===== config.mk =====
export PLATFORM = sky130hd
export DESIGN_NAME = pei_event_irq
export DESIGN_NICKNAME = d
export VERILOG_FILES = /design/src/pei_pkg.sv /design/src/pei_debounce.sv /design/src/pei_event_irq.sv
export SDC_FILE = /design/constraint.sdc
export NUM_CORES = 1
export LEC_CHECK = 0
export BUFFER_PORTS_ARGS = -buffer_cell sky130_fd_sc_hd__buf_2
export CAP_MARGIN = 20
export CORE_MARGIN = 3
export CORE_UTILIZATION = 25
export CTS_CLUSTER_SIZE = 20
export DETAILED_ROUTE_END_ITERATION = 10
export PLACE_DENSITY_LB_ADDON = 0.12
export SLEW_MARGIN = 40
export SYNTH_ARGS = -nofsm -noshare
export SYNTH_HDL_FRONTEND = slang
export SYNTH_SLANG_ARGS = --single-unit

===== constraint.sdc =====
create_clock -name clk -period 3.29 [get_ports clk]
set_input_delay 0.1645 -clock clk [delete_from_list [all_inputs] [get_ports clk]]
set_output_delay 0.1645 -clock clk [all_outputs]
set_load 0.005 [all_outputs]

===== src/pei_pkg.sv =====
// Constants, types and source tables of the event interrupt unit
// ============================================================================
// Overview of operation
// - Unmasked pending event drives interrupt output high
// - Status bits latch and hold until cleared
// - Writing one clears a status bit
// - New event during a clear keeps output high
// - Mask bit one blocks its status bit
// - Masked status bits still latch and read
// - Reset masks everything except low-power boot
// - Unmasking a set bit raises output at once
// - Sense bits are live, read-only, never latched
// - External events latch only after stable debounce
// - Internal completion events latch on rise, undebounced
// - Charger detect both edges 32 ms; active 100 ms
// - Charger fault rises after 10 ms; two-bit code
// - Charge current latches on fall after 1 ms
// - Session valid: rise 24 ms, fall 12 ms
// - Identification pin events both edges after 90 us
// - Thermal warnings both edges after 30 ms
// - Buttons both edges 30 ms, fall extendable
// - Oscillator change both edges, no debounce
// - Low battery rise undebounced; battery-on 30 ms
// - Strap codes and charge path readable as sense
`default_nettype none

package pei_pkg;

	// ========================================================================
	// Bus and register map
	localparam int          ADDR_W      = 8;             // Byte address width
	localparam int          EVT_N       = 30;            // Event sources
	localparam logic [7:0]  OFF_STATUS  = 8'h00;         // Latched events, write one to clear
	localparam logic [7:0]  OFF_MASK    = 8'h04;         // One blocks the interrupt
	localparam logic [7:0]  OFF_SENSE   = 8'h08;         // Live source levels
	localparam logic [7:0]  OFF_AUX     = 8'h0c;         // Fault code, straps, path
	localparam logic [7:0]  OFF_BTNCFG  = 8'h10;         // Button fall filter selects
	localparam logic [1:0]  RESP_OKAY   = 2'h0;
	localparam logic [1:0]  RESP_DECERR = 2'h3;
	localparam logic [29:0] MASK_RESET  = 30'h1fffffff;  // All masked but low-power boot

	// ========================================================================
	// Event bit positions
	localparam int EVT_CHG_FAULT = 5;
	localparam int EVT_BUTTON1   = 17;
	localparam int EVT_LP_BOOT   = 29;

	// Per-bit qualification tables
	localparam logic [29:0] DEB_MASK    = 30'h380e3efc;  // Debounced external sources
	localparam logic [29:0] RISE_EN     = 30'h3fffffbf;  // Rising edge latches
	localparam logic [29:0] FALL_EN     = 30'h3a0e3e5c;  // Falling edge latches
	localparam logic [29:0] SENSE_VALID = 30'h3a0e3fd8;  // Bits with a live sense

	// ========================================================================
	// Timebase: the slow tick stands in for the 32 kHz control clock
	localparam int CLK_HZ           = 250000000;
	localparam int SLOW_HZ          = 32768;
	localparam int TICK_DIV_DEFAULT = CLK_HZ / SLOW_HZ;  // Clock cycles per slow tick
	localparam int DIV_W            = 13;
	localparam int TICK_W           = 16;

	// Debounce periods in microseconds, as printed
	localparam int T_CHG_DET_US  = 32000;
	localparam int T_CHG_ACT_US  = 100000;
	localparam int T_FAULT_US    = 10000;
	localparam int T_CURR_US     = 1000;
	localparam int T_SESS_R_US   = 24000;
	localparam int T_SESS_F_US   = 12000;
	localparam int T_ID_US       = 90;
	localparam int T_30MS_US     = 30000;
	localparam int T_OVOLT_US    = 60;
	localparam int T_LPB_US      = 1000;
	localparam int BTN_STEP_US   = 30000;                // Added per step of the fall select

	// Least time to whole slow ticks, rounded up, never below one
	function automatic logic [15:0] ticksFromUs(input int us);
		int t;
		t = (us * 4096 + 124999) / 125000;
		return (t < 1) ? 16'h0001 : t[15:0];
	endfunction

	localparam logic [15:0] TICKS_CHG_ACT = ticksFromUs(T_CHG_ACT_US);
	localparam logic [15:0] TICKS_BTN_EXT = ticksFromUs(BTN_STEP_US);

	// Debounce length of one source for its rising or falling candidate
	function automatic logic [15:0] ticksFor(input int bitIdx, input logic rise);
		case (bitIdx)
			3:               return ticksFromUs(T_CHG_DET_US);
			4:               return ticksFromUs(T_OVOLT_US);
			5:               return ticksFromUs(T_FAULT_US);
			6:               return ticksFromUs(T_CURR_US);
			9, 10:           return ticksFromUs(rise ? T_SESS_R_US : T_SESS_F_US);
			11, 12, 13:      return ticksFromUs(T_ID_US);
			29:              return ticksFromUs(T_LPB_US);
			default:         return ticksFromUs(T_30MS_US);
		endcase
	endfunction

	// ========================================================================
	// Carriers
	typedef struct packed {
		logic [29:0] evtRaw;        // Source levels by event bit
		logic [1:0]  faultCode;     // charger_fault_code
		logic        chargerActive; // Unfiltered charger_active_sense
		logic [1:0]  modeStrap;     // mode_strap_sense
		logic [1:0]  powerupStrap;  // powerup_strap_sense
		logic        chargePath;    // charge_path_sense
	} pei_src_t;

	typedef struct packed {
		logic        awvalid;
		logic [7:0]  awaddr;
		logic        wvalid;
		logic [31:0] wdata;
		logic [3:0]  wstrb;
		logic        bready;
		logic        arvalid;
		logic [7:0]  araddr;
		logic        rready;
	} pei_axi_req_t;

	typedef struct packed {
		logic        awready;
		logic        wready;
		logic        bvalid;
		logic [1:0]  bresp;
		logic        arready;
		logic        rvalid;
		logic [31:0] rdata;
		logic [1:0]  rresp;
	} pei_axi_rsp_t;

endpackage

`default_nettype wire


===== src/pei_debounce.sv =====
// Stability filter for one source level on the slow tick
`default_nettype none

module pei_debounce (
	input  wire logic                        clk,
	input  wire logic                        rst,
	input  wire logic                        tick,
	input  wire logic                        level,
	input  wire logic [pei_pkg::TICK_W-1:0] riseTicks,
	input  wire logic [pei_pkg::TICK_W-1:0] fallTicks,
	output var  logic                        stableOut
);
	import pei_pkg::*;

	// ========================================================================
	// State
	typedef struct packed {
		logic [TICK_W-1:0] cnt;    // Ticks the new level has held
		logic              stable; // Accepted level
	} pei_deb_state_t;

	pei_deb_state_t    st;
	pei_deb_state_t    nx;
	logic [TICK_W-1:0] thr;        // Length for the pending direction

	// Any return to the accepted level restarts the count from zero
	always_comb begin
		nx  = st;
		thr = level ? riseTicks : fallTicks;
		if (level == st.stable) begin
			nx.cnt = '0;
		end else if (tick) begin
			if (st.cnt + 1'b1 >= thr) begin
				nx.stable = level;
				nx.cnt    = '0;
			end else begin
				nx.cnt = st.cnt + 1'b1;
			end
		end
	end

	// Register the state
	always_ff @(posedge clk) begin
		if (rst) begin
			st <= '0;
		end else begin
			st <= nx;
		end
	end

	assign stableOut = st.stable;
endmodule // pei_debounce

`default_nettype wire


===== src/pei_event_irq.sv =====
// Event latch, mask, sense and interrupt output with an AXI4-Lite register slave
`default_nettype none

module pei_event_irq #(
	parameter int TICK_DIV = pei_pkg::TICK_DIV_DEFAULT  // Clock cycles per slow tick
) (
	input  wire logic                  clk,
	input  wire logic                  rst,
	input  wire pei_pkg::pei_axi_req_t axiReq,
	output var  pei_pkg::pei_axi_rsp_t axiRsp,
	input  wire pei_pkg::pei_src_t     srcPins,
	output var  logic                  irqOut
);
	import pei_pkg::*;

	// ========================================================================
	// State of the whole block
	typedef struct packed {
		pei_src_t          syncA;   // First synchroniser stage
		pei_src_t          syncB;   // Second synchroniser stage
		logic [DIV_W-1:0]  divCnt;  // Slow tick divider
		logic              tick;    // One cycle per slow period
		logic [EVT_N-1:0]  prevLvl; // Qualified levels one cycle ago
		logic [EVT_N-1:0]  status;  // Latched events
		logic [EVT_N-1:0]  mask;    // One blocks the interrupt
		logic [5:0]        btnCfg;  // button_fall_filter_sel, two bits per button
		logic              awHeld;  // Write address taken
		logic [ADDR_W-1:0] awAddr;
		logic              wHeld;   // Write data taken
		logic [31:0]       wData;
		logic [3:0]        wStrb;
		logic              bvalid;
		logic [1:0]        bresp;
		logic              rvalid;
		logic [31:0]       rdata;
		logic [1:0]        rresp;
		logic              irq;     // Registered interrupt line
	} pei_state_t;

	pei_state_t        st;          // Current state
	pei_state_t        nx;          // Next state
	logic [EVT_N-1:0]  srcLvl;      // Synchronised levels by event bit
	logic [EVT_N-1:0]  lvl;         // Qualified (debounced where needed) levels
	logic [EVT_N-1:0]  setVec;      // Events latching this cycle
	logic [EVT_N-1:0]  clrVec;      // Bits cleared by software this cycle
	logic              chgActLvl;   // Filtered charger_active_sense
	logic              awReady;
	logic              wReady;
	logic              doWrite;
	logic [31:0]       senseWord;
	logic [31:0]       auxWord;
	logic [31:0]       wMask;       // Held write strobes widened to bits

	// Write strobes to a bit mask; used for the status and mask registers
	function automatic logic [31:0] byteMask(input logic [3:0] strb);
		logic [31:0] m;
		m = '0;
		for (int b = 0; b < 4; b++) begin
			m[8*b +: 8] = {8{strb[b]}};
		end
		return m;
	endfunction

	// ========================================================================
	// Source levels: charger fault presence is any non-zero code
	always_comb begin
		srcLvl                = st.syncB.evtRaw;
		srcLvl[EVT_CHG_FAULT] = |st.syncB.faultCode;
	end

	// Debounce the external sources, pass internal ones straight through
	genvar gi;
	for (gi = 0; gi < EVT_N; gi++) begin : g_src
		if (DEB_MASK[gi]) begin : g_deb
			logic [TICK_W-1:0] fallT;                    // Falling candidate length
			if (gi >= EVT_BUTTON1 && gi < EVT_BUTTON1 + 3) begin : g_btn
				// Fall filter stretched by the per-button select
				assign fallT = ticksFor(gi, 1'b0)
					+ TICK_W'(st.btnCfg[2*(gi-EVT_BUTTON1) +: 2]) * TICKS_BTN_EXT;
			end else begin : g_fix
				assign fallT = ticksFor(gi, 1'b0);
			end
			pei_debounce u_deb (
				.clk       (clk),
				.rst       (rst),
				.tick      (st.tick),
				.level     (srcLvl[gi]),
				.riseTicks (ticksFor(gi, 1'b1)),
				.fallTicks (fallT),
				.stableOut (lvl[gi])
			);
		end else begin : g_raw
			// Internal completions and clock change carry no filter
			assign lvl[gi] = srcLvl[gi];
		end
	end

	// Charger activity has a sense only, filtered for a long period
	pei_debounce u_chg_act (
		.clk       (clk),
		.rst       (rst),
		.tick      (st.tick),
		.level     (st.syncB.chargerActive),
		.riseTicks (TICKS_CHG_ACT),
		.fallTicks (TICKS_CHG_ACT),
		.stableOut (chgActLvl)
	);

	// ========================================================================
	// Readable words; sense follows the live qualified level
	assign senseWord = {2'h0, lvl & SENSE_VALID};
	assign auxWord   = {24'h0, chgActLvl, st.syncB.chargePath, st.syncB.powerupStrap,
		st.syncB.modeStrap, st.syncB.faultCode};

	// Edge qualification per source
	assign setVec = (RISE_EN & lvl & ~st.prevLvl) | (FALL_EN & ~lvl & st.prevLvl);

	// Handshakes: one write and one read in flight, answer must drain first
	assign awReady = !st.awHeld && !st.bvalid;
	assign wReady  = !st.wHeld && !st.bvalid;
	assign doWrite = st.awHeld && st.wHeld && !st.bvalid;
	assign wMask   = byteMask(st.wStrb);

	// ========================================================================
	// Next-state logic
	always_comb begin
		nx     = st;
		clrVec = '0;

		// Two-stage synchroniser for every pin
		nx.syncA = srcPins;
		nx.syncB = st.syncA;

		// Slow tick divider
		if (st.divCnt == DIV_W'(TICK_DIV - 1)) begin
			nx.divCnt = '0;
			nx.tick   = 1'b1;
		end else begin
			nx.divCnt = st.divCnt + 1'b1;
			nx.tick   = 1'b0;
		end

		nx.prevLvl = lvl;

		// Write address and data may arrive in either order
		if (axiReq.awvalid && awReady) begin
			nx.awHeld = 1'b1;
			nx.awAddr = axiReq.awaddr;
		end
		if (axiReq.wvalid && wReady) begin
			nx.wHeld = 1'b1;
			nx.wData = axiReq.wdata;
			nx.wStrb = axiReq.wstrb;
		end

		// Perform the write once both halves are held
		if (doWrite) begin
			nx.awHeld = 1'b0;
			nx.wHeld  = 1'b0;
			nx.bvalid = 1'b1;
			nx.bresp  = RESP_OKAY;
			case (st.awAddr)
				OFF_STATUS: begin
					// Ones clear, zeros leave bits alone
					clrVec = st.wData[EVT_N-1:0] & wMask[EVT_N-1:0];
				end
				OFF_MASK: begin
					nx.mask = (st.mask & ~wMask[EVT_N-1:0])
						| (st.wData[EVT_N-1:0] & wMask[EVT_N-1:0]);
				end
				OFF_BTNCFG: begin
					if (st.wStrb[0]) begin
						nx.btnCfg = st.wData[5:0];
					end
				end
				OFF_SENSE, OFF_AUX: begin
					// Read-only words ignore writes
					nx.bresp = RESP_OKAY;
				end
				default: begin
					nx.bresp = RESP_DECERR;              // Unmapped
				end
			endcase
		end
		if (st.bvalid && axiReq.bready) begin
			nx.bvalid = 1'b0;
		end

		// Reads answer one cycle after the address is taken
		if (st.rvalid && axiReq.rready) begin
			nx.rvalid = 1'b0;
		end
		if (axiReq.arvalid && !st.rvalid) begin
			nx.rvalid = 1'b1;
			nx.rresp  = RESP_OKAY;
			case (axiReq.araddr)
				OFF_STATUS: nx.rdata = {2'h0, st.status};
				OFF_MASK:   nx.rdata = {2'h0, st.mask};
				OFF_SENSE:  nx.rdata = senseWord;
				OFF_AUX:    nx.rdata = auxWord;
				OFF_BTNCFG: nx.rdata = {26'h0, st.btnCfg};
				default: begin
					nx.rdata = '0;
					nx.rresp = RESP_DECERR;
				end
			endcase
		end

		// Set wins over a clear in the same cycle; mask never stops latching
		nx.status = (st.status & ~clrVec) | setVec;

		// Masked OR, taken from the next state so it tracks status exactly
		nx.irq = |(nx.status & ~nx.mask);
	end

	// ========================================================================
	// State register; low-power boot starts unmasked
	always_ff @(posedge clk) begin
		if (rst) begin
			st      <= '0;
			st.mask <= MASK_RESET;
		end else begin
			st <= nx;
		end
	end

	// ========================================================================
	// Outputs
	always_comb begin
		axiRsp.awready = awReady;
		axiRsp.wready  = wReady;
		axiRsp.bvalid  = st.bvalid;
		axiRsp.bresp   = st.bresp;
		axiRsp.arready = !st.rvalid;
		axiRsp.rvalid  = st.rvalid;
		axiRsp.rdata   = st.rdata;
		axiRsp.rresp   = st.rresp;
	end

	assign irqOut = st.irq;                              // Same line for either host link
endmodule // pei_event_irq

`default_nettype wire


==> impl_summary.md <==
Outcome
The run finished with clean final reports.

Setup path
The critical path goes through nand4_1 > or4_4 > nor2_1 > xor2_1 > ha_1 > a2111oi_4 > a32oi_2 > buf_4 > or4_1 > a211oi_2. STA classifies the critical path endpoint as a register. The critical path crosses 10 cells after its start point. The type of the worst setup path is register to register. Together, buffers and inverters on the worst path number 1. In this run the register-to-register setup slack is 0.22 ns. The startpoint identified for the worst register-to-register timing path is g_src[19].g_deb.u_deb.st[6]$_SDFFE_PP0P_.

The critical path startpoint category is a register. The critical path's slowest cell is sky130_fd_sc_hd__or4_4. The worst-case reg-to-reg path depth is 10.

In this run the worst path has a maximum fanout of 4. The most critical setup path has its startpoint at g_src[19].g_deb.u_deb.st[6]$_SDFFE_PP0P_. The cell family contributing the most delay on the critical path is simple AND/OR/NAND/NOR gates.

The critical path ends at g_src[19].g_deb.u_deb.st[1]$_SDFFE_PP0P_. The critical path arrival is 3.61 ns. On the worst path, the slowest cell contributes a delay of 0.49 ns. For the worst setup path, the data required time is 3.83 ns. The worst flop-to-flop path endpoint is g_src[19].g_deb.u_deb.st[1]$_SDFFE_PP0P_.

Synth
Sorting the synthesized cells by area gives the leading types as sky130_fd_sc_hd__dfxtp_1 (41%), sky130_fd_sc_hd__nand2_1 (6.0%), sky130_fd_sc_hd__ha_1 (4.0%), sky130_fd_sc_hd__and2_1 (3.3%), sky130_fd_sc_hd__a21oi_1 (3.2%). The proportion of synthesized flip-flops having asynchronous set or reset is 0. The count of flip-flops with a built-in enable after synthesis is 0. Yosys printed 0 warnings. The post-synthesis cell type with the largest combined area is sky130_fd_sc_hd__dfxtp_1. Synthesis produced 3,273 cells. Counting flops and latches in the post-synthesis netlist gives 569. In this run the cell area of the synthesized design comes to 27,800 µm². A synthesized cell averages 8.49 µm². The share of the Yosys chip area taken by registers is 0.410. In the synthesized netlist the dominant register cell turns out to be sky130_fd_sc_hd__dfxtp_1. Of the post-synthesis cell area, the dominant cell type holds 0.410. The netlist uses 89 different library cells.

Die
The floorplan step defined a die boundary enclosing 115,000 µm². Measured along the x axis, the die boundary spans 339 µm. The core region is 110,000 µm². The initial utilization of the core area, before any placement, comes to 0.254. In this run the count of I/O pins placed on the die edge is 139. The die is 339 µm tall.

The number of rows created at floorplan is 121.

Timing
The relative slew slack is 0.396. The post-route clock skew is 0.0159 ns. Setup repair after global routing left no endpoint under its margin. Setup violations remaining at the end of the flow were counted as 0. The final hold slack is 0.0346 ns.

The routed design could run at a clock period as short as 3.07 ns. The number of hold violations in the final report is 0. The actual slew at the worst max-slew pin is 0.883 ns. The max-slew violation total from the final report is 0. The final period utilization is 0.934. The sum of negative setup slack is 0 ns.

The maximum achievable frequency is 0.325 GHz.

Pwr
Of the total power, combinational logic draws 0.040. The power density over the cells is 474 nW/µm². Internal power comes to 12,300 µW.

The leakage power is 0.0127 µW. The net load switching power is 3630 µW. The clock share of power is 0.514. The worst-case IR drop observed on VDD is 0.294 mV.

The sequential power share is 0.446. Of the total power, the share spent switching nets is 0.229. The overall power consumption is 15,900 µW.

Run
Max-cap violations in this run came to 0.

Global route
The total overflow left after global routing is 0. The initial antenna violation count is 3. The global-route wire length before repair is 128,000 µm. The total routing resource utilization after global routing is 0.136.

The number of global-route vias before repair is 22,400. Entering global routing, the biggest net connects 73 pins.

Finish
The filler cells instantiated in the layout total 11,700. The multi-input combinational cells in the finished layout cover a total of 15,200 µm². The count of antenna diodes in the layout is 0. The count of nets after finishing is 3,643.

Across the whole layout, storage elements account for 11,400 µm². In the final layout, the share of cells above drive strength 1 is 0.124. Compared with the post-synthesis result, the final layout area differs by 20.5%.

Clock tree
The clock sink count is 569. Clock tree synthesis selected as its root buffer the cell sky130_fd_sc_hd__clkbuf_16. The TritonCTS clock tree is yes. Counting along the longest clock path gives a buffer depth of 3. The clock tree synthesis step divided the H-tree into 3 levels. Clock latency on the worst-skew pair, taken at its later pin, is 0.63 ns. Clock-pin slew was measured on the worst setup and hold paths at 0.06 ns.

The number of CTS-inserted buffers is 73.

Detailed routing
After detailed routing, the total wire length is 79,800 µm. The remaining antenna violation count is 0. For this block, the initial DRC count from the detailed router was 1,328. The remaining design rule violation count is 0. The length of the first detailed-routing pass in iterations is 5. Detailed routing inserted a total of 23,100 vias.

The post-detailed-route wirelength per cell is 16.0 µm. The average via count per standard cell is 4.64.

Hold path
The class of the most critical hold timing path is input port to register. The worst hold path begins at axiReq[56].

Placement
The HPWL after detailed placement is 55,800 µm. Input and output buffers added on the ports amount to 133. At the end of routability-driven placement, the weighted congestion stood at 0.763.
[timing repair]
item / CTS / global route
setup buffers: 0 / 2
resized for setup: 0 / 12
endpoints found under the hold margin: 85 / 0
hold buffers: 88 / 0
endpoints found under the setup margin: 0 / 29
[logic make-up after synthesis]
logic type | share of synthesized area
fa+ha+maj | 0.0401
buf+inv | 0.0461
xor+xnor | 0.0441
simple gates | 0.285
compound gates | 0.150
flops | 0.410
mux | 0.0247
other cells | 0.000135
[power groups by stage]
stage	clock network [µW]	registers (µW)	logic, µW
after floorplan	0	7190	335
after global routing	8790	7090	708
after detailed placement	0	7230	565
final	8170	7080	637
after global placement	0	7230	563
after CTS	8530	7080	650
[worst min-delay path by stage]
stage / endpoint / slack (ns) / cells past startpoint
final: st[77]$_SDFFE_PP0P_ / 0.03 / 4
after global routing: st[78]$_SDFFE_PP0P_ / 0.06 / 4
after CTS: st[77]$_SDFFE_PP0P_ / 0.001 / 4
after detailed placement: axiRsp[34]$_SDFFE_PP0P_ / 0.36 / 2
after global placement: axiRsp[34]$_SDFFE_PP0P_ / 0.36 / 2
after floorplan: axiRsp[34]$_SDFFE_PP0P_ / 0.26 / 1
[metal layers]
metal / vias up / share of wire / GRT usage
met2: 306 / 0.44 / 0.211
met1: 10800 / 0.51 / 0.194
li1: 11900 / - / -
met5: - / 0 / 0
met4: 0 / 0.016 / 0.0345
met3: 88 / 0.039 / 0.0235
[metrics by stage]
stage	area (µm²)	instances	worst slack [ns]	utilization
2_1_floorplan	27800	3274	0.253	-
3_3_place_gp	30000	4768	0.132	0.274
3_5_place_dp	30100	4768	0.0133	0.274
4_1_cts	33400	4987	0.0204	0.305
5_1_grt	33500	4989	0.0122	0.306
6_report	33500	4989	0.217	0.306
[layout make-up]
cell class / count / share of cell area
Clock buffer: 110 / 0.0653
Clock inverter: 21 / 0.00811
Inverter: 79 / 0.00893
Multi-Input combinational cell: 2420 / 0.454
Sequential cell: 569 / 0.340
Tap cell: 1476 / 0.0552
Timing Repair Buffer: 314 / 0.0677
[registers in the layout (all words and copies together) (netlist names)]
register and flops:
lvl 13, srcLvl 16, u_chg_act.st 16, g_src.g_deb.u_deb.st 272, g_src.g_deb.u_deb.stableOut 17, u_chg_act.stableOut 1
auxWord 7, nx 37, axiRsp 34, st 155, irqOut 1
[synthesized netlist by cell type (9+ instances only)]
cell type	count
sky130_fd_sc_hd__mux2_2	14
sky130_fd_sc_hd__or3_1	30
sky130_fd_sc_hd__nor2b_1	140
sky130_fd_sc_hd__nand2b_1	45
sky130_fd_sc_hd__and3_1	58
sky130_fd_sc_hd__dfxtp_1	569
sky130_fd_sc_hd__and3b_1	9
sky130_fd_sc_hd__ha_1	89
sky130_fd_sc_hd__o2111ai_1	15
sky130_fd_sc_hd__xnor2_1	73
sky130_fd_sc_hd__a22oi_1	21
sky130_fd_sc_hd__o31ai_1	22
sky130_fd_sc_hd__o211ai_1	13
sky130_fd_sc_hd__o21a_1	9
sky130_fd_sc_hd__a221oi_1	10
sky130_fd_sc_hd__a31o_2	9
sky130_fd_sc_hd__xor2_1	67
sky130_fd_sc_hd__o22ai_1	17
sky130_fd_sc_hd__nor3_1	76
sky130_fd_sc_hd__a21oi_1	179
sky130_fd_sc_hd__a31oi_1	23
sky130_fd_sc_hd__nand4_1	66
sky130_fd_sc_hd__nor4_1	42
sky130_fd_sc_hd__nand3b_1	27
sky130_fd_sc_hd__nor2_1	171
sky130_fd_sc_hd__a21boi_0	19
sky130_fd_sc_hd__inv_1	79
sky130_fd_sc_hd__nand3_1	129
sky130_fd_sc_hd__and4_1	31
sky130_fd_sc_hd__o21ai_0	130
sky130_fd_sc_hd__or2_2	24
sky130_fd_sc_hd__clkbuf_1	135
sky130_fd_sc_hd__a22o_1	26
sky130_fd_sc_hd__or4_1	19
sky130_fd_sc_hd__a32o_1	20
sky130_fd_sc_hd__mux2i_1	46
sky130_fd_sc_hd__a211oi_1	15
sky130_fd_sc_hd__nand4b_1	18
sky130_fd_sc_hd__nand2_1	441
sky130_fd_sc_hd__nor3b_1	13
sky130_fd_sc_hd__buf_4	42
sky130_fd_sc_hd__a21o_1	13
sky130_fd_sc_hd__buf_2	18
sky130_fd_sc_hd__and2_1	148
[tightest hold or removal path: cells and delay by family]
| kind | cells | cell delay [ns] |
|---|---|---|
| buf+inv | 1 | 0.08 |
| simple gates | 2 | 0.31 |
| compound gates | 1 | 0.05 |
[layout by cell type, fill, tap and decap left out, types with 67 or more instances in the layout]
| cell | instances |
|---|---|
| sky130_fd_sc_hd__dfxtp_1 | 566 |
| sky130_fd_sc_hd__nand2_1 | 440 |
| sky130_fd_sc_hd__a21oi_1 | 179 |
| sky130_fd_sc_hd__nor2_1 | 169 |
| sky130_fd_sc_hd__and2_1 | 147 |
| sky130_fd_sc_hd__nor2b_1 | 138 |
| sky130_fd_sc_hd__buf_2 | 132 |
| sky130_fd_sc_hd__o21ai_0 | 130 |
| sky130_fd_sc_hd__nand3_1 | 128 |
| sky130_fd_sc_hd__buf_4 | 92 |
| sky130_fd_sc_hd__ha_1 | 89 |
| sky130_fd_sc_hd__dlygate4sd3_1 | 88 |
| sky130_fd_sc_hd__inv_1 | 78 |
| sky130_fd_sc_hd__clkbuf_16 | 74 |
| sky130_fd_sc_hd__xnor2_1 | 73 |
| sky130_fd_sc_hd__nor3_1 | 73 |
| sky130_fd_sc_hd__xor2_1 | 67 |
(Power assumes the default switching activity.)
